`src/pkg/verb_ring_pkg.sv`:
```
// constants shared by the command/response ring engine
// assumes a 32-bit avalon-mm slave with word addressing
`default_nettype none
package verb_ring_pkg;
  // register word indices on the avalon bus
  localparam logic [3:0] REG_CMD_BASE_LO = 4'h0;
  localparam logic [3:0] REG_CMD_BASE_HI = 4'h1;
  localparam logic [3:0] REG_CMD_WR_IDX = 4'h2;
  localparam logic [3:0] REG_CMD_RD_IDX = 4'h3;
  localparam logic [3:0] REG_CMD_CTRL = 4'h4;
  localparam logic [3:0] REG_CMD_SIZE = 4'h5;
  localparam logic [3:0] REG_RSP_BASE_LO = 4'h6;
  localparam logic [3:0] REG_RSP_BASE_HI = 4'h7;
  localparam logic [3:0] REG_RSP_WR_IDX = 4'h8;
  localparam logic [3:0] REG_RSP_SIZE = 4'h9;
  localparam logic [3:0] REG_RSP_COUNT = 4'ha;
  localparam logic [3:0] REG_RSP_CTRL = 4'hb;
  localparam logic [3:0] REG_STATUS = 4'hc;
  // control fields
  localparam int CTRL_RUN_BIT = 0;
  localparam int CTRL_IRQ_EN_BIT = 1;
  localparam int CTRL_IDX_RST_BIT = 2;
  localparam int STAT_RSP_BIT = 0;
  localparam int STAT_MEM_ERR_BIT = 1;
  localparam int IDX_RST_BIT = 15;
  // ring size codes
  localparam logic [1:0] SIZE_2 = 2'h0;
  localparam logic [1:0] SIZE_16 = 2'h1;
  localparam logic [1:0] SIZE_256 = 2'h2;
  localparam logic [3:0] SIZE_CAPABILITY = 4'h7;
  localparam int SIZE_CAP_LSB = 4;
  // reset values
  localparam logic [1:0] SIZE_RESET = SIZE_2;
  localparam logic [7:0] RSP_COUNT_RESET = 8'h01;
  localparam logic [6:0] BASE_ALIGN_ZERO = 7'h00;
  // response extension word layout
  localparam int EXT_SOL_BIT = 4;
  localparam int CMD_BITS = 32;
  localparam logic [31:0] NULL_COMMAND = 32'h00000000;
  typedef enum {st_idle, st_fetch, st_resp_lo, st_resp_hi} dma_state_t;
endpackage
`default_nettype wire

```
`src/pkg/link_events_if.sv`:
```
// frame events and words passed between the link-facing helpers
// assumes all members live in the controller clock domain
`default_nettype none
interface link_events_if;
  logic frame_start;
  logic bit_edge;
  logic resp_present;
  logic resp_unsol;
  logic resp_empty_all;
  logic [3:0] resp_line;
  logic [31:0] resp_word;
  logic [31:0] cmd_word;
  modport rx (output frame_start, bit_edge, resp_present, resp_unsol,
    resp_empty_all, resp_line, resp_word);
  modport ser (input frame_start, bit_edge, cmd_word);
  modport core (input frame_start, resp_present, resp_unsol,
    resp_empty_all, resp_line, resp_word, output cmd_word);
endinterface
`default_nettype wire

```
`src/verb_ring_dma.sv`:
```
// command and response ring engine with avalon-mm registers
// assumes a memory master that holds mem_req until one mem_ack pulse
// Behaviour
// - command ring size selects 2, 16 or 256 four-byte entries.
// - command indices count whole commands; byte offset is index times four.
// - while running, fetch commands whenever read index differs from write index.
// - each fetched command goes out at the start of one link frame; one fetched with mem_err set is dropped and a null command goes out.
// - read index advances per fetch; fetching stops when indices match.
// - write index moves while running are followed; new commands sent too.
// - command ring base lower seven bits always read zero.
// - command words are 32 bits and passed on uninterpreted.
// - response ring size selects 2, 16 or 256 eight-byte entries.
// - every response is written blindly; hardware keeps only a write index.
// - interrupt after N responses or an all-empty response slot.
// - entry word 0 is the codec response, word 1 the extension.
// - extension bits 3:0 carry the input line index.
// - extension bit 4 is 1 for unsolicited, 0 for solicited.
//
// Design decisions made here: the placing of the registers and the Avalon-MM interface to the registers.
`default_nettype none
module verb_ring_dma import verb_ring_pkg::*; #(
  parameter int AVS_ADDR_W = 4
) (
  input wire logic clk,
  input wire logic rst_n,
  input wire logic [AVS_ADDR_W-1:0] avs_address,
  input wire logic avs_read,
  input wire logic avs_write,
  input wire logic [31:0] avs_writedata,
  input wire logic [3:0] avs_byteenable,
  output logic [31:0] avs_readdata,
  output logic avs_waitrequest,
  output logic mem_req,
  output logic mem_write,
  output logic [63:0] mem_addr,
  output logic [31:0] mem_wdata,
  input wire logic mem_ack,
  input wire logic mem_err,
  input wire logic [31:0] mem_rdata,
  input wire logic link_bclk,
  input wire logic link_frame_sync,
  input wire logic [31:0] resp_word_pins,
  input wire logic [3:0] resp_line_pins,
  input wire logic resp_unsol_pin,
  input wire logic resp_present_pin,
  input wire logic resp_slot_empty_pin,
  output logic cmd_sdo,
  output logic irq
);
  generate
    if (AVS_ADDR_W < 4) begin : g_bad_width
      $error("avs address too narrow for the register map");
    end
  endgenerate

  // index mask for a ring size code; reserved code never stored
  function automatic logic [7:0] size_mask(input logic [1:0] code);
    if (code == SIZE_16) begin
      return 8'h0f;
    end else if (code == SIZE_256) begin
      return 8'hff;
    end else begin
      return 8'h01;
    end
  endfunction

  function automatic logic [31:0] merge(input logic [31:0] old,
      input logic [31:0] wd, input logic [3:0] be);
    logic [31:0] r;
    r = old;
    for (int i = 0; i < 4; i++) begin
      if (be[i]) begin
        r[i*8 +: 8] = wd[i*8 +: 8];
      end
    end
    return r;
  endfunction

  link_events_if ev ();

  link_rx_sync u_rx (
    .clk(clk),
    .rst_n(rst_n),
    .link_bclk(link_bclk),
    .link_frame_sync(link_frame_sync),
    .resp_word_pins(resp_word_pins),
    .resp_line_pins(resp_line_pins),
    .resp_unsol_pin(resp_unsol_pin),
    .resp_present_pin(resp_present_pin),
    .resp_slot_empty_pin(resp_slot_empty_pin),
    .ev(ev)
  );

  cmd_serializer u_ser (
    .clk(clk),
    .rst_n(rst_n),
    .ev(ev),
    .cmd_sdo(cmd_sdo)
  );

  // software-visible state
  logic [31:0] cmd_base_lo;
  logic [31:0] cmd_base_hi;
  logic [7:0] cmd_wr_idx;
  logic [7:0] cmd_rd_idx;
  logic cmd_run;
  logic cmd_irq_en;
  logic [1:0] cmd_size;
  logic [31:0] rsp_base_lo;
  logic [31:0] rsp_base_hi;
  logic [7:0] rsp_wr_idx;
  logic [1:0] rsp_size;
  logic [7:0] rsp_count_n;
  logic rsp_run;
  logic rsp_irq_en;
  logic rsp_flag;
  logic mem_err_flag;
  logic served;
  // engine state
  dma_state_t state;
  logic cmd_full;
  logic [31:0] cmd_hold;
  logic rsp_pend;
  logic [31:0] rsp_word;
  logic [4:0] rsp_ext;
  logic [7:0] rsp_count;

  logic [31:0] next_cmd_base_lo, next_cmd_base_hi;
  logic [7:0] next_cmd_wr_idx, next_cmd_rd_idx;
  logic next_cmd_run, next_cmd_irq_en;
  logic [1:0] next_cmd_size, next_rsp_size;
  logic [31:0] next_rsp_base_lo, next_rsp_base_hi;
  logic [7:0] next_rsp_wr_idx, next_rsp_count_n, next_rsp_count;
  logic next_rsp_run, next_rsp_irq_en, next_rsp_flag, next_mem_err_flag;
  logic next_served;
  logic [31:0] next_readdata;
  dma_state_t next_state;
  logic next_cmd_full, next_rsp_pend;
  logic [31:0] next_cmd_hold, next_rsp_word;
  logic [4:0] next_rsp_ext;
  logic [31:0] rd_value;
  logic [31:0] wv;
  logic wr;
  logic [7:0] cmd_next_idx, rsp_next_idx;
  logic rsp_set, mem_err_set;
  logic [3:0] reg_idx;

  assign reg_idx = avs_address[3:0];
  assign avs_waitrequest = (avs_read | avs_write) & ~served;
  assign wr = avs_write & served;
  assign cmd_next_idx = (cmd_rd_idx + 8'h01) & size_mask(cmd_size);
  assign rsp_next_idx = (rsp_wr_idx + 8'h01) & size_mask(rsp_size);
  assign ev.cmd_word = cmd_full ? cmd_hold : NULL_COMMAND;
  assign irq = (rsp_flag & rsp_irq_en) | (mem_err_flag & cmd_irq_en);

  // register read mux
  always_comb begin
    rd_value = 32'h00000000;
    if (AVS_ADDR_W > 4 && avs_address >= AVS_ADDR_W'(16)) begin
      rd_value = 32'h00000000;
    end else if (reg_idx == REG_CMD_BASE_LO) begin
      rd_value = cmd_base_lo;
    end else if (reg_idx == REG_CMD_BASE_HI) begin
      rd_value = cmd_base_hi;
    end else if (reg_idx == REG_CMD_WR_IDX) begin
      rd_value[7:0] = cmd_wr_idx;
    end else if (reg_idx == REG_CMD_RD_IDX) begin
      rd_value[7:0] = cmd_rd_idx;
    end else if (reg_idx == REG_CMD_CTRL) begin
      rd_value[CTRL_RUN_BIT] = cmd_run;
      rd_value[CTRL_IRQ_EN_BIT] = cmd_irq_en;
    end else if (reg_idx == REG_CMD_SIZE) begin
      rd_value[1:0] = cmd_size;
      rd_value[SIZE_CAP_LSB +: 4] = SIZE_CAPABILITY;
    end else if (reg_idx == REG_RSP_BASE_LO) begin
      rd_value = rsp_base_lo;
    end else if (reg_idx == REG_RSP_BASE_HI) begin
      rd_value = rsp_base_hi;
    end else if (reg_idx == REG_RSP_WR_IDX) begin
      rd_value[7:0] = rsp_wr_idx;
    end else if (reg_idx == REG_RSP_SIZE) begin
      rd_value[1:0] = rsp_size;
      rd_value[SIZE_CAP_LSB +: 4] = SIZE_CAPABILITY;
    end else if (reg_idx == REG_RSP_COUNT) begin
      rd_value[7:0] = rsp_count_n;
    end else if (reg_idx == REG_RSP_CTRL) begin
      rd_value[CTRL_RUN_BIT] = rsp_run;
      rd_value[CTRL_IRQ_EN_BIT] = rsp_irq_en;
    end else if (reg_idx == REG_STATUS) begin
      rd_value[STAT_RSP_BIT] = rsp_flag;
      rd_value[STAT_MEM_ERR_BIT] = mem_err_flag;
    end
  end

  // next values of registers and engine
  always_comb begin
    next_cmd_base_lo = cmd_base_lo;
    next_cmd_base_hi = cmd_base_hi;
    next_cmd_wr_idx = cmd_wr_idx;
    next_cmd_rd_idx = cmd_rd_idx;
    next_cmd_run = cmd_run;
    next_cmd_irq_en = cmd_irq_en;
    next_cmd_size = cmd_size;
    next_rsp_base_lo = rsp_base_lo;
    next_rsp_base_hi = rsp_base_hi;
    next_rsp_wr_idx = rsp_wr_idx;
    next_rsp_size = rsp_size;
    next_rsp_count_n = rsp_count_n;
    next_rsp_count = rsp_count;
    next_rsp_run = rsp_run;
    next_rsp_irq_en = rsp_irq_en;
    next_served = (avs_read | avs_write) & ~served;
    next_readdata = (avs_read & ~served) ? rd_value : avs_readdata;
    next_state = state;
    next_cmd_full = cmd_full;
    next_cmd_hold = cmd_hold;
    next_rsp_pend = rsp_pend;
    next_rsp_word = rsp_word;
    next_rsp_ext = rsp_ext;
    rsp_set = 1'b0;
    mem_err_set = 1'b0;
    wv = merge(rd_value, avs_writedata, avs_byteenable);
    mem_req = 1'b0;
    mem_write = 1'b0;
    mem_addr = 64'h0;
    mem_wdata = 32'h00000000;

    // frame start hands the held command to the serializer
    if (ev.frame_start) begin
      next_cmd_full = 1'b0;
      if (ev.resp_present && rsp_run) begin
        next_rsp_pend = 1'b1;
        next_rsp_word = ev.resp_word;
        next_rsp_ext = {ev.resp_unsol, ev.resp_line};
      end
      if (ev.resp_empty_all && rsp_run) begin
        rsp_set = 1'b1;
        next_rsp_count = 8'h00;
      end
    end

    case (state)
      st_idle: begin
        if (rsp_pend) begin
          next_state = st_resp_lo;
        end else if (cmd_run && cmd_rd_idx != cmd_wr_idx && !cmd_full) begin
          next_state = st_fetch;
        end
      end
      st_fetch: begin
        mem_req = 1'b1;
        mem_addr = {cmd_base_hi, cmd_base_lo[31:7], BASE_ALIGN_ZERO}
          + {54'h0, cmd_next_idx, 2'b00};
        if (mem_ack) begin
          next_cmd_rd_idx = cmd_next_idx;
          next_cmd_hold = mem_rdata;
          next_cmd_full = !mem_err;
          mem_err_set = mem_err;
          next_state = st_idle;
        end
      end
      st_resp_lo: begin
        mem_req = 1'b1;
        mem_write = 1'b1;
        mem_addr = {rsp_base_hi, rsp_base_lo[31:7], BASE_ALIGN_ZERO}
          + {53'h0, rsp_next_idx, 3'b000};
        mem_wdata = rsp_word;
        if (mem_ack) begin
          next_state = st_resp_hi;
        end
      end
      st_resp_hi: begin
        mem_req = 1'b1;
        mem_write = 1'b1;
        mem_addr = {rsp_base_hi, rsp_base_lo[31:7], BASE_ALIGN_ZERO}
          + {53'h0, rsp_next_idx, 3'b100};
        mem_wdata = {27'h0, rsp_ext};
        if (mem_ack) begin
          next_rsp_wr_idx = rsp_next_idx;
          next_rsp_pend = ev.frame_start & ev.resp_present & rsp_run;
          next_rsp_count = rsp_count + 8'h01;
          if (rsp_count + 8'h01 == rsp_count_n) begin
            rsp_set = 1'b1;
            next_rsp_count = 8'h00;
          end
          next_state = st_idle;
        end
      end
      default: next_state = st_idle;
    endcase

    // register writes take effect at the edge after the one that ends the wait, when the transfer completes
    if (wr && (AVS_ADDR_W == 4 || avs_address < AVS_ADDR_W'(16))) begin
      if (reg_idx == REG_CMD_BASE_LO) begin
        next_cmd_base_lo = {wv[31:7], BASE_ALIGN_ZERO};
      end else if (reg_idx == REG_CMD_BASE_HI) begin
        next_cmd_base_hi = wv;
      end else if (reg_idx == REG_CMD_WR_IDX) begin
        next_cmd_wr_idx = wv[7:0] & size_mask(cmd_size);
      end else if (reg_idx == REG_CMD_RD_IDX) begin
        if (wv[IDX_RST_BIT]) begin
          next_cmd_rd_idx = 8'h00;
        end
      end else if (reg_idx == REG_CMD_CTRL) begin
        next_cmd_run = wv[CTRL_RUN_BIT];
        next_cmd_irq_en = wv[CTRL_IRQ_EN_BIT];
        if (wv[CTRL_IDX_RST_BIT]) begin
          next_cmd_rd_idx = 8'h00;
        end
      end else if (reg_idx == REG_CMD_SIZE) begin
        if (wv[1:0] != 2'h3) begin
          next_cmd_size = wv[1:0];
        end
      end else if (reg_idx == REG_RSP_BASE_LO) begin
        next_rsp_base_lo = {wv[31:7], BASE_ALIGN_ZERO};
      end else if (reg_idx == REG_RSP_BASE_HI) begin
        next_rsp_base_hi = wv;
      end else if (reg_idx == REG_RSP_WR_IDX) begin
        if (wv[IDX_RST_BIT]) begin
          next_rsp_wr_idx = 8'h00;
        end
      end else if (reg_idx == REG_RSP_SIZE) begin
        if (wv[1:0] != 2'h3) begin
          next_rsp_size = wv[1:0];
        end
      end else if (reg_idx == REG_RSP_COUNT) begin
        next_rsp_count_n = wv[7:0];
        next_rsp_count = 8'h00;
      end else if (reg_idx == REG_RSP_CTRL) begin
        next_rsp_run = wv[CTRL_RUN_BIT];
        next_rsp_irq_en = wv[CTRL_IRQ_EN_BIT];
      end
    end
    // sticky flags: a new event beats a same-cycle clear
    next_rsp_flag = rsp_flag;
    next_mem_err_flag = mem_err_flag;
    if (wr && reg_idx == REG_STATUS) begin
      if (avs_byteenable[0] && avs_writedata[STAT_RSP_BIT]) begin
        next_rsp_flag = 1'b0;
      end
      if (avs_byteenable[0] && avs_writedata[STAT_MEM_ERR_BIT]) begin
        next_mem_err_flag = 1'b0;
      end
    end
    next_rsp_flag = next_rsp_flag | rsp_set;
    next_mem_err_flag = next_mem_err_flag | mem_err_set;
  end

  always_ff @(posedge clk) begin
    if (!rst_n) begin
      cmd_base_lo <= 32'h00000000;
      cmd_base_hi <= 32'h00000000;
      cmd_wr_idx <= 8'h00;
      cmd_rd_idx <= 8'h00;
      cmd_run <= 1'b0;
      cmd_irq_en <= 1'b0;
      cmd_size <= SIZE_RESET;
      rsp_base_lo <= 32'h00000000;
      rsp_base_hi <= 32'h00000000;
      rsp_wr_idx <= 8'h00;
      rsp_size <= SIZE_RESET;
      rsp_count_n <= RSP_COUNT_RESET;
      rsp_count <= 8'h00;
      rsp_run <= 1'b0;
      rsp_irq_en <= 1'b0;
      rsp_flag <= 1'b0;
      mem_err_flag <= 1'b0;
      served <= 1'b0;
      avs_readdata <= 32'h00000000;
      state <= st_idle;
      cmd_full <= 1'b0;
      cmd_hold <= NULL_COMMAND;
      rsp_pend <= 1'b0;
      rsp_word <= 32'h00000000;
      rsp_ext <= 5'h00;
    end else begin
      cmd_base_lo <= next_cmd_base_lo;
      cmd_base_hi <= next_cmd_base_hi;
      cmd_wr_idx <= next_cmd_wr_idx;
      cmd_rd_idx <= next_cmd_rd_idx;
      cmd_run <= next_cmd_run;
      cmd_irq_en <= next_cmd_irq_en;
      cmd_size <= next_cmd_size;
      rsp_base_lo <= next_rsp_base_lo;
      rsp_base_hi <= next_rsp_base_hi;
      rsp_wr_idx <= next_rsp_wr_idx;
      rsp_size <= next_rsp_size;
      rsp_count_n <= next_rsp_count_n;
      rsp_count <= next_rsp_count;
      rsp_run <= next_rsp_run;
      rsp_irq_en <= next_rsp_irq_en;
      rsp_flag <= next_rsp_flag;
      mem_err_flag <= next_mem_err_flag;
      served <= next_served;
      avs_readdata <= next_readdata;
      state <= next_state;
      cmd_full <= next_cmd_full;
      cmd_hold <= next_cmd_hold;
      rsp_pend <= next_rsp_pend;
      rsp_word <= next_rsp_word;
      rsp_ext <= next_rsp_ext;
    end
  end
endmodule // verb_ring_dma
`default_nettype wire

```
`src/link_rx_sync.sv`:
```
// synchronises link pins and turns them into frame and bit events
// assumes pins stay stable for several clk cycles around sync edges
`default_nettype none
module link_rx_sync (
  input wire logic clk,
  input wire logic rst_n,
  input wire logic link_bclk,
  input wire logic link_frame_sync,
  input wire logic [31:0] resp_word_pins,
  input wire logic [3:0] resp_line_pins,
  input wire logic resp_unsol_pin,
  input wire logic resp_present_pin,
  input wire logic resp_slot_empty_pin,
  link_events_if.rx ev
);
  localparam int W = 41;
  logic [W-1:0] meta;
  logic [W-1:0] sync;
  logic bclk_d;
  logic fsync_d;
  logic [W-1:0] next_meta;
  logic [W-1:0] next_sync;

  always_comb begin
    next_meta = {link_bclk, link_frame_sync, resp_word_pins,
      resp_line_pins, resp_unsol_pin, resp_present_pin,
      resp_slot_empty_pin};
    next_sync = meta;
  end

  always_ff @(posedge clk) begin
    if (!rst_n) begin
      meta <= '0;
      sync <= '0;
      bclk_d <= 1'b0;
      fsync_d <= 1'b0;
    end else begin
      meta <= next_meta;
      sync <= next_sync;
      bclk_d <= sync[40];
      fsync_d <= sync[39];
    end
  end

  // frame marker taken on its rising edge
  assign ev.frame_start = sync[39] & ~fsync_d;
  assign ev.bit_edge = sync[40] & ~bclk_d;
  assign ev.resp_word = sync[38:7];
  assign ev.resp_line = sync[6:3];
  assign ev.resp_unsol = sync[2];
  assign ev.resp_present = sync[1];
  assign ev.resp_empty_all = sync[0];
endmodule // link_rx_sync
`default_nettype wire

```
`src/cmd_serializer.sv`:
```
// shifts one command word out msb first after each frame start
// assumes bit_edge pulses once per link bit clock
`default_nettype none
module cmd_serializer import verb_ring_pkg::*; (
  input wire logic clk,
  input wire logic rst_n,
  link_events_if.ser ev,
  output logic cmd_sdo
);
  logic [31:0] shreg;
  logic [5:0] left;
  logic [31:0] next_shreg;
  logic [5:0] next_left;
  logic next_sdo;

  always_comb begin
    next_shreg = shreg;
    next_left = left;
    next_sdo = cmd_sdo;
    if (ev.frame_start) begin
      next_shreg = ev.cmd_word;
      next_left = 6'(CMD_BITS);
    end else if (ev.bit_edge && left != 6'h00) begin
      next_sdo = shreg[31];
      next_shreg = {shreg[30:0], 1'b0};
      next_left = left - 6'h01;
    end else if (ev.bit_edge) begin
      next_sdo = 1'b0;
    end
  end

  always_ff @(posedge clk) begin
    if (!rst_n) begin
      shreg <= NULL_COMMAND;
      left <= 6'h00;
      cmd_sdo <= 1'b0;
    end else begin
      shreg <= next_shreg;
      left <= next_left;
      cmd_sdo <= next_sdo;
    end
  end
endmodule // cmd_serializer
`default_nettype wire

```
`config.mk`:
```
export PLATFORM = sky130hd
export DESIGN_NAME = verb_ring_dma
export DESIGN_NICKNAME = d
export VERILOG_FILES = /design/src/pkg/verb_ring_pkg.sv /design/src/pkg/link_events_if.sv /design/src/verb_ring_dma.sv /design/src/link_rx_sync.sv /design/src/cmd_serializer.sv
export SDC_FILE = /design/constraint.sdc
export NUM_CORES = 1
export LEC_CHECK = 0
export BUFFER_PORTS_ARGS = -buffer_cell sky130_fd_sc_hd__buf_2
export CAP_MARGIN = 20
export CORE_MARGIN = 2
export CORE_UTILIZATION = 40
export DETAILED_ROUTE_END_ITERATION = 8
export PLACE_DENSITY_LB_ADDON = 0.25
export REMOVE_ABC_BUFFERS = 1
export SLEW_MARGIN = 10
export SYNTH_ARGS = -nofsm -noshare
export SYNTH_HDL_FRONTEND = slang
export SYNTH_HIERARCHICAL = 1
export SYNTH_SLANG_ARGS = --single-unit
```
`constraint.sdc`:
```
create_clock -name clk -period 3.69 [get_ports clk]
set_input_delay 0.1845 -clock clk [delete_from_list [all_inputs] [get_ports clk]]
set_output_delay 0.1845 -clock clk [all_outputs]
set_load 0.005 [all_outputs]
```
==> flow_summary.yaml, run 1 <==
floorplanning:
  fp.dieH_um: 224
  die_w_um: 224
  num_rows: 80
  floorplan.io_pins: 252
  fp.dieArea_mm2: 0.0501
  start_util_pct: 40.5
  core_area_mm2: 0.0477
pwr:
  cellInternalPower_w: 0.00716
  pwr-share-comb_pct: 6.6
  power.density_cell_area_mw_per_mm2: 400
  share_seq_of_total_power_pct: 46.4
  netSwitchingPower_w: 0.00226
  power.share.clock_pct: 47.0
  swShare_pct: 24.0
  leakage_power_of_the_design_nw: 8.77
  vdd.ir_drop.worst_v: 0.000306
cells_and_area:
  final_cell_mix: "382 x sky130_fd_sc_hd__dfxtp_1, 294 x sky130_fd_sc_hd__nor2_1, 255 x sky130_fd_sc_hd__nand2_1, 249 x sky130_fd_sc_hd__buf_2, 180 x sky130_fd_sc_hd__a21oi_1"
  layout-drive-gt1-share_pct: 19.2
  multi_input_area_mm2: 0.0106
  finish.instance_area_mm2: 0.0236
  syn2layout_area_growth_pct: 22.0
  regArea_mm2: 0.00789
  layout.cells.most_common: "sky130_fd_sc_hd__dfxtp_1"
  fin_nets: 2782
  filler_cell_count: 4537
worst_setup_path:
  critPathMaxFanout: 4
  worst_setup_path_start_kind: "register"
  cp.arrival_ps: 3680
  worstSetupEndpointType: "output port"
  timing_worst_setup_path_type: "reg2out"
  timing.critical_path.required_ps: 3510
sta:
  grt_setup_unrepaired: "yes"
  final.setup.worst_slack_ps: -170
  final_period_minus_worst_setup_slack_ps: 3860
  skew_ps: 20.5
  slew_headroom_pct: 25.5
  final_min_period_over_clock_period_pct: 105
  timing.fmax_mhz: 259
  final_hold_viol_count: 0
  worstMarginPinSlew_ps: 1090
  drv_slew: 0
  report.final.setup_viol: 26
  final.hold.worst_slack_ps: 23.1
clocking:
  cts_buffers: 44
  insertion_delay_ps: 590
  clk_root_buffer_cell: "sky130_fd_sc_hd__clkbuf_16"
  clkSinkCount: 393
  cts_tree: "yes"
  max-clock-path-buffers: 3
  cts-htree-levels: 2
  worst_setup_hold_path_clk_slew_ps: 60
run:
  max_cap_violations: 0
global_route:
  grt_remaining_overflow: 0
  wire_length_of_the_first_global_routing_pass_um: 95700
  grt_max_degree: 116
  grt_pass1_vias: 17199
  track_usage_pct: 24.0
  antenna_found_initial: 2
placement:
  portBuffers: 249
  preCtsSetupSlack_ps: 97.1
  area_of_placed_instances_mm2: 0.0208
  gp_congestion: 0.931
  detailedPlacementHpwl_um: 42300
outcome:
  failed_checks: "negative setup slack"
  status: "complete, but fails checks"
yosys:
  synth.cell_area_mm2: 0.0193
  ys.warnings.count: 6
  average_cell_area_after_synthesis_um2: 8.05
  synth_top_flop_cell: "sky130_fd_sc_hd__dfxtp_1"
  synth-seq-area-share_pct: 40.7
  synth_cell_types: 75
  yosys_register_bits: 393
  syn-instance-count: 2403
  postSynth.asyncResetShare_pct: 0
  synth_enable_flop_cells: 0
routing:
  via_density_per_instance: 5.50
  total_wire_length_um: 62600
  wire_per_inst_um: 19.0
  dr_wl_met2_um: 28600
  drt_iter0_drc: 1433
  m1WireLength_um: 27800
  drtAntennaViolNets: 0
  dr_total_vias: 18110
  met3_wirelength_um: 3970
  drc: 0
  dr.pass1.iters: 5
  maxUsedRoutingLayer: "met4"
min_path:
  hold_class: "in2reg"
==> critical path: stages, from the launching register on <==
cell	delay (ps)
sky130_fd_sc_hd__dfxtp_4	350
sky130_fd_sc_hd__and3_4	180
sky130_fd_sc_hd__buf_4	140
sky130_fd_sc_hd__nand3_1	90
sky130_fd_sc_hd__xor2_1	190
sky130_fd_sc_hd__nor2b_1	90
sky130_fd_sc_hd__ha_1	330
sky130_fd_sc_hd__a21o_1	160
sky130_fd_sc_hd__and4_1	220
sky130_fd_sc_hd__or4b_4	510
sky130_fd_sc_hd__buf_6	150
sky130_fd_sc_hd__nor3_4	140
sky130_fd_sc_hd__xor2_1	160
sky130_fd_sc_hd__nand3_1	110
sky130_fd_sc_hd__o21ai_2	130
sky130_fd_sc_hd__buf_2	140
==> sequential cells by signal (all words and copies together), names as in the netlist, 5 cells and up <==
signal / flops
u_rx/sync: 41
rsp_ext: 5
rsp_count: 8
cmd_hold: 32
u_ser/shreg: 32
cmd_base_lo: 25
rsp_base_hi: 32
u_ser/left: 6
cmd_rd_idx: 8
avs_readdata: 32
cmd_base_hi: 32
rsp_count_n: 8
rsp_wr_idx: 8
u_rx/meta: 41
rsp_base_lo: 25
cmd_wr_idx: 8
rsp_word: 32
==> cell usage after synthesis, drive strengths merged (2+ instances only) <==
cell type    n  area [µm²]
dfxtp      393        7870
nor2       304        1140
nand2      259         972
a21oi      183         920
and2       155         970
clkbuf     137         515
a211oi     131         983
o21ai      120         601
xnor2       83         727
buf         73         514
nand3       69         350
nor3        64         335
xor2        59         517
o22ai       52         325
inv         33         124
and3        31         194
nand4       30         206
mux2i       26         260
mux2        25         282
a221o       22         220
nor2b       20         125
ha          14         175
nand2b      12        75.1
and4         9        78.8
a22oi        7        52.6
a31oi        7        43.8
or2          7        43.8
a21boi       6        48.8
a22o         6        52.6
nor4         6        80.1
nor3b        5        42.5
nor4b        5        50.0
o31ai        5        42.5
a21o         4        30.0
o21a         4        30.0
o2bb2ai      4        35.0
or3          4        25.0
a221oi       3        26.3
a311oi       2        17.5
a32oi        2        17.5
fa           2        40.0
o211a        2        20.0
o311ai       2        25.0
or4          2        15.0
or4b         2        23.8
==> final cells by class <==
type                    count  share of cell area [%]
well taps                 615                    3.26
inverters                  34                   0.562
flip-flops and latches    393                    33.4
diodes                      1                  0.0106
multi-input cells        1767                    45.0
clock inverters            17                   0.732
repair buffers            407                    11.5
clock buffers              61                    5.44
==> timing repair <==
item | CTS | global route
cloned | 0 | 1
resized for setup | 48 | 42
setup endpoints to repair | 47 | 46
hold buffers | 84 | 0
hold endpoints to repair | 88 | 0
pin swaps | 8 | 13
setup buffers | 12 | 6
==> kinds of logic after synthesis <==
| kind of cell | after synthesis | share of synthesized area, % |
|---|---|---|
| fa+ha+maj | 16 | 1.11 |
| other cells | 1 | 0.0194 |
| buf+inv | 244 | 5.98 |
| xor+xnor | 142 | 6.43 |
| simple gates | 987 | 24.6 |
| flops | 393 | 40.7 |
| compound gates | 569 | 18.4 |
| mux | 51 | 2.80 |
==> per-layer routing <==
layer  vias to the layer above  track usage [%]
met1                      8555             31.9
met4                         0             10.0
li1                       8783                -
met3                       145             4.22
met2                       627             38.5
met5                         -                0
==> metrics by stage <==
stage	setup TNS [ps]	cells	power, W	util, %
2_1_floorplan	-93440	2194	0.00474	-
3_3_place_gp	0	3110	0.00500	43.6
3_5_place_dp	0	3110	0.00501	43.6
4_1_cts	-1700	3283	0.00953	48.9
5_1_grt	-5350	3295	0.00974	49.4
6_report	-1740	3295	0.00943	49.4
==> power groups by stage <==
stage                     combinational [W]  sequential [W]  clock (W)
after detailed placement           0.000538         0.00447          0
after global placement             0.000532         0.00447          0
after global routing               0.000676         0.00438    0.00468
after floorplan                    0.000283         0.00446          0
after CTS                          0.000610         0.00437    0.00454
final                              0.000620         0.00437    0.00444
==> path summary, 6_finish.rpt <==
check | start | endpoint | slack [ps] | cells past startpoint
max | cmd_rd_idx[1] | mem_addr[39] | -170 | 15
min | avs_writedata[24] | rsp_base_hi[24] | 20 | 3
max reg2reg | rsp_base_hi[3] | rsp_count_n[3] | 1040 | 8
min reg2reg | u_rx/sync[8] | rsp_word[1] | 420 | 2
Note: power is estimated with default switching activity, not from simulation.
==> inputs of run 2 (changes only) <==
--- a/config.mk
+++ b/config.mk
@@ -7,12 +7,13 @@
 export LEC_CHECK = 0
 export BUFFER_PORTS_ARGS = -buffer_cell sky130_fd_sc_hd__buf_2
 export CAP_MARGIN = 20
+export CELL_PAD_IN_SITES_DETAIL_PLACEMENT = 0
+export CELL_PAD_IN_SITES_GLOBAL_PLACEMENT = 1
 export CORE_MARGIN = 2
 export CORE_UTILIZATION = 40
 export DETAILED_ROUTE_END_ITERATION = 8
 export PLACE_DENSITY_LB_ADDON = 0.25
 export REMOVE_ABC_BUFFERS = 1
-export SLEW_MARGIN = 10
 export SYNTH_ARGS = -nofsm -noshare
 export SYNTH_HDL_FRONTEND = slang
 export SYNTH_HIERARCHICAL = 1
==> flow_summary.yaml, run 2 (synthesis results as in run 1) <==
outcome:
  status: "complete, but fails checks"
  failed_checks: "negative setup slack"
floorplanning:
  num_rows: 80
  floorplan.io_pins: 252
  fp.dieArea_mm2: 0.0501
  die_w_um: 224
  start_util_pct: 40.5
  core_area_mm2: 0.0477
  fp.dieH_um: 224
worst_setup_path:
  timing.critical_path.required_ps: 3510
  reg2reg_depth: 6
  setup.reg_to_reg.worst_slack_ps: 900
  crit-reg2reg-capture: "mem_err_flag"
  critPathMaxFanout: 5
  cp.arrival_ps: 3680
  worst_setup_path_start_kind: "register"
  worstSetupEndpointType: "output port"
  timing_worst_setup_path_type: "reg2out"
  critical_path.reg2reg.startpoint: "state[0]"
global_route:
  grt_util_met2_pct: 39.7
  wire_length_of_the_first_global_routing_pass_um: 96000
  grt_util_met1_pct: 32.1
  grt_pass1_vias: 17082
  grt_max_degree: 103
  antenna_found_initial: 1
  grt_remaining_overflow: 0
  grt_busiest_layer: "met2"
  globalRouteMet3Util_pct: 3.11
  track_usage_pct: 24.0
sta:
  skew_ps: 26.6
  worstMarginPinSlew_ps: 1090
  drv_slew: 0
  timing.fmax_mhz: 259
  report.final.setup_viol: 14
  grt_setup_unrepaired: "yes"
  final_period_minus_worst_setup_slack_ps: 3860
  final_min_period_over_clock_period_pct: 105
  slew_headroom_pct: 25.2
  final_hold_viol_count: 0
  final.setup.worst_slack_ps: -174
min_path:
  worstHoldPathCells: 3
  hold_path.startpoint: "avs_write"
  hold_class: "in2reg"
  hold_end: "served"
cells_and_area:
  syn2layout_area_growth_pct: 22.8
  regArea_mm2: 0.00790
  filler_cell_count: 4608
  multi_input_area_mm2: 0.0107
  largestRegisters: "u_rx/meta: 41 flops, u_rx/sync: 41 flops"
  fin_nets: 2788
  layout.cells.most_common: "sky130_fd_sc_hd__dfxtp_1"
  finish.instance_area_mm2: 0.0238
  final_cell_mix: "383 x sky130_fd_sc_hd__dfxtp_1, 297 x sky130_fd_sc_hd__nor2_1, 257 x sky130_fd_sc_hd__nand2_1, 249 x sky130_fd_sc_hd__buf_2, 180 x sky130_fd_sc_hd__a21oi_1"
  layout-drive-gt1-share_pct: 19.3
routing:
  via_density_per_instance: 5.43
  total_wire_length_um: 62500
  drtAntennaViolNets: 0
  wire_per_inst_um: 18.9
  drc: 0
  dr.pass1.iters: 5
  drt_iter0_drc: 1177
  dr_total_vias: 17908
clocking:
  cts-htree-levels: 2
  cts_buffers: 45
  insertion_delay_ps: 600
  clk_root_buffer_cell: "sky130_fd_sc_hd__clkbuf_16"
  cts_tree: "yes"
  worst_setup_hold_path_clk_slew_ps: 60
  max-clock-path-buffers: 3
  clkSinkCount: 393
placement:
  preCtsSetupSlack_ps: 138
  area_of_placed_instances_mm2: 0.0209
  detailedPlacementHpwl_um: 42100
  portBuffers: 249
  gp_congestion: 0.942
pwr:
  vdd.ir_drop.worst_v: 0.000301
  leakage_power_of_the_design_nw: 8.78
  power.density_cell_area_mw_per_mm2: 406
run:
  max_cap_violations: 0
-- run 2: power breakdown --
part | internal (W) | switching (W)
sequential | 0.00433 | 0.0000471
clock | 0.00277 | 0.00188
combinational | 0.000254 | 0.000366
-- run 2: worst max path at each step --
| stage | startpoint | to | slack, ps | cells after the start |
|---|---|---|---|---|
| after floorplan | u_rx/sync[39] | rsp_ext[0] | -950 | 4 |
| after global placement | cmd_rd_idx[1] | mem_addr[39] | 190 | 14 |
| after detailed placement | cmd_rd_idx[1] | mem_addr[45] | 140 | 15 |
| after CTS | cmd_rd_idx[0] | mem_addr[45] | -260 | 15 |
| after global routing | cmd_rd_idx[0] | mem_addr[51] | -350 | 15 |
| final | cmd_rd_idx[0] | mem_addr[45] | -170 | 15 |
-- run 2: repair_timing --
item                       CTS  global route
hold buffers                81             0
cloned                       0             1
setup endpoints to repair   46            44
resized for setup           44            49
pin swaps                    2            16
hold endpoints to repair    89             0
buffers inserted             9            12
-- run 2: area by class of cell --
| cell class | count | area share [%] |
|---|---|---|
| Tap cell | 615 | 3.24 |
| Timing Repair Buffer | 412 | 11.6 |
| Inverter | 34 | 0.558 |
| Sequential cell | 393 | 33.2 |
| Multi-Input combinational cell | 1767 | 44.9 |
| Antenna cell | 1 | 0.0105 |
| Clock inverter | 15 | 1.12 |
| Clock buffer | 63 | 5.36 |
-- run 2: critical path, cell delays in order (launching register included) --
cell	delay, ps
sky130_fd_sc_hd__dfxtp_2	340
sky130_fd_sc_hd__and3_4	220
sky130_fd_sc_hd__nand3_2	80
sky130_fd_sc_hd__xor2_1	140
sky130_fd_sc_hd__nor2b_1	150
sky130_fd_sc_hd__ha_2	210
sky130_fd_sc_hd__fa_2	200
sky130_fd_sc_hd__a21o_1	160
sky130_fd_sc_hd__and4_4	250
sky130_fd_sc_hd__or4b_4	510
sky130_fd_sc_hd__nor3_4	150
sky130_fd_sc_hd__buf_6	150
sky130_fd_sc_hd__nand2_1	60
sky130_fd_sc_hd__xor2_1	140
sky130_fd_sc_hd__o22ai_1	160
sky130_fd_sc_hd__buf_2	150
-- run 2: layer usage --
| metal | wire (µm) | vias to the layer above | part of all wire (%) |
|---|---|---|---|
| li1 | - | 8782 | - |
| met1 | 28200 | 8485 | 45 |
| met2 | 29100 | 525 | 47 |
| met3 | 3190 | 116 | 5.1 |
| met4 | 1990 | 0 | 3.2 |
| met5 | 0 | - | 0 |
-- run 2: stage by stage --
step	std cells	utilization [%]	hold WS [ps]	setup TNS, ps	total power [W]
3_5_place_dp	3119	43.8	391	0	0.00502
4_1_cts	3287	49.1	2.22	-1840	0.00977
3_3_place_gp	3119	43.8	390	0	0.00501
5_1_grt	3299	49.8	27.6	-4950	0.00999
6_report	3300	49.8	15.7	-1360	0.00965
2_1_floorplan	2194	-	261	-93440	0.00474
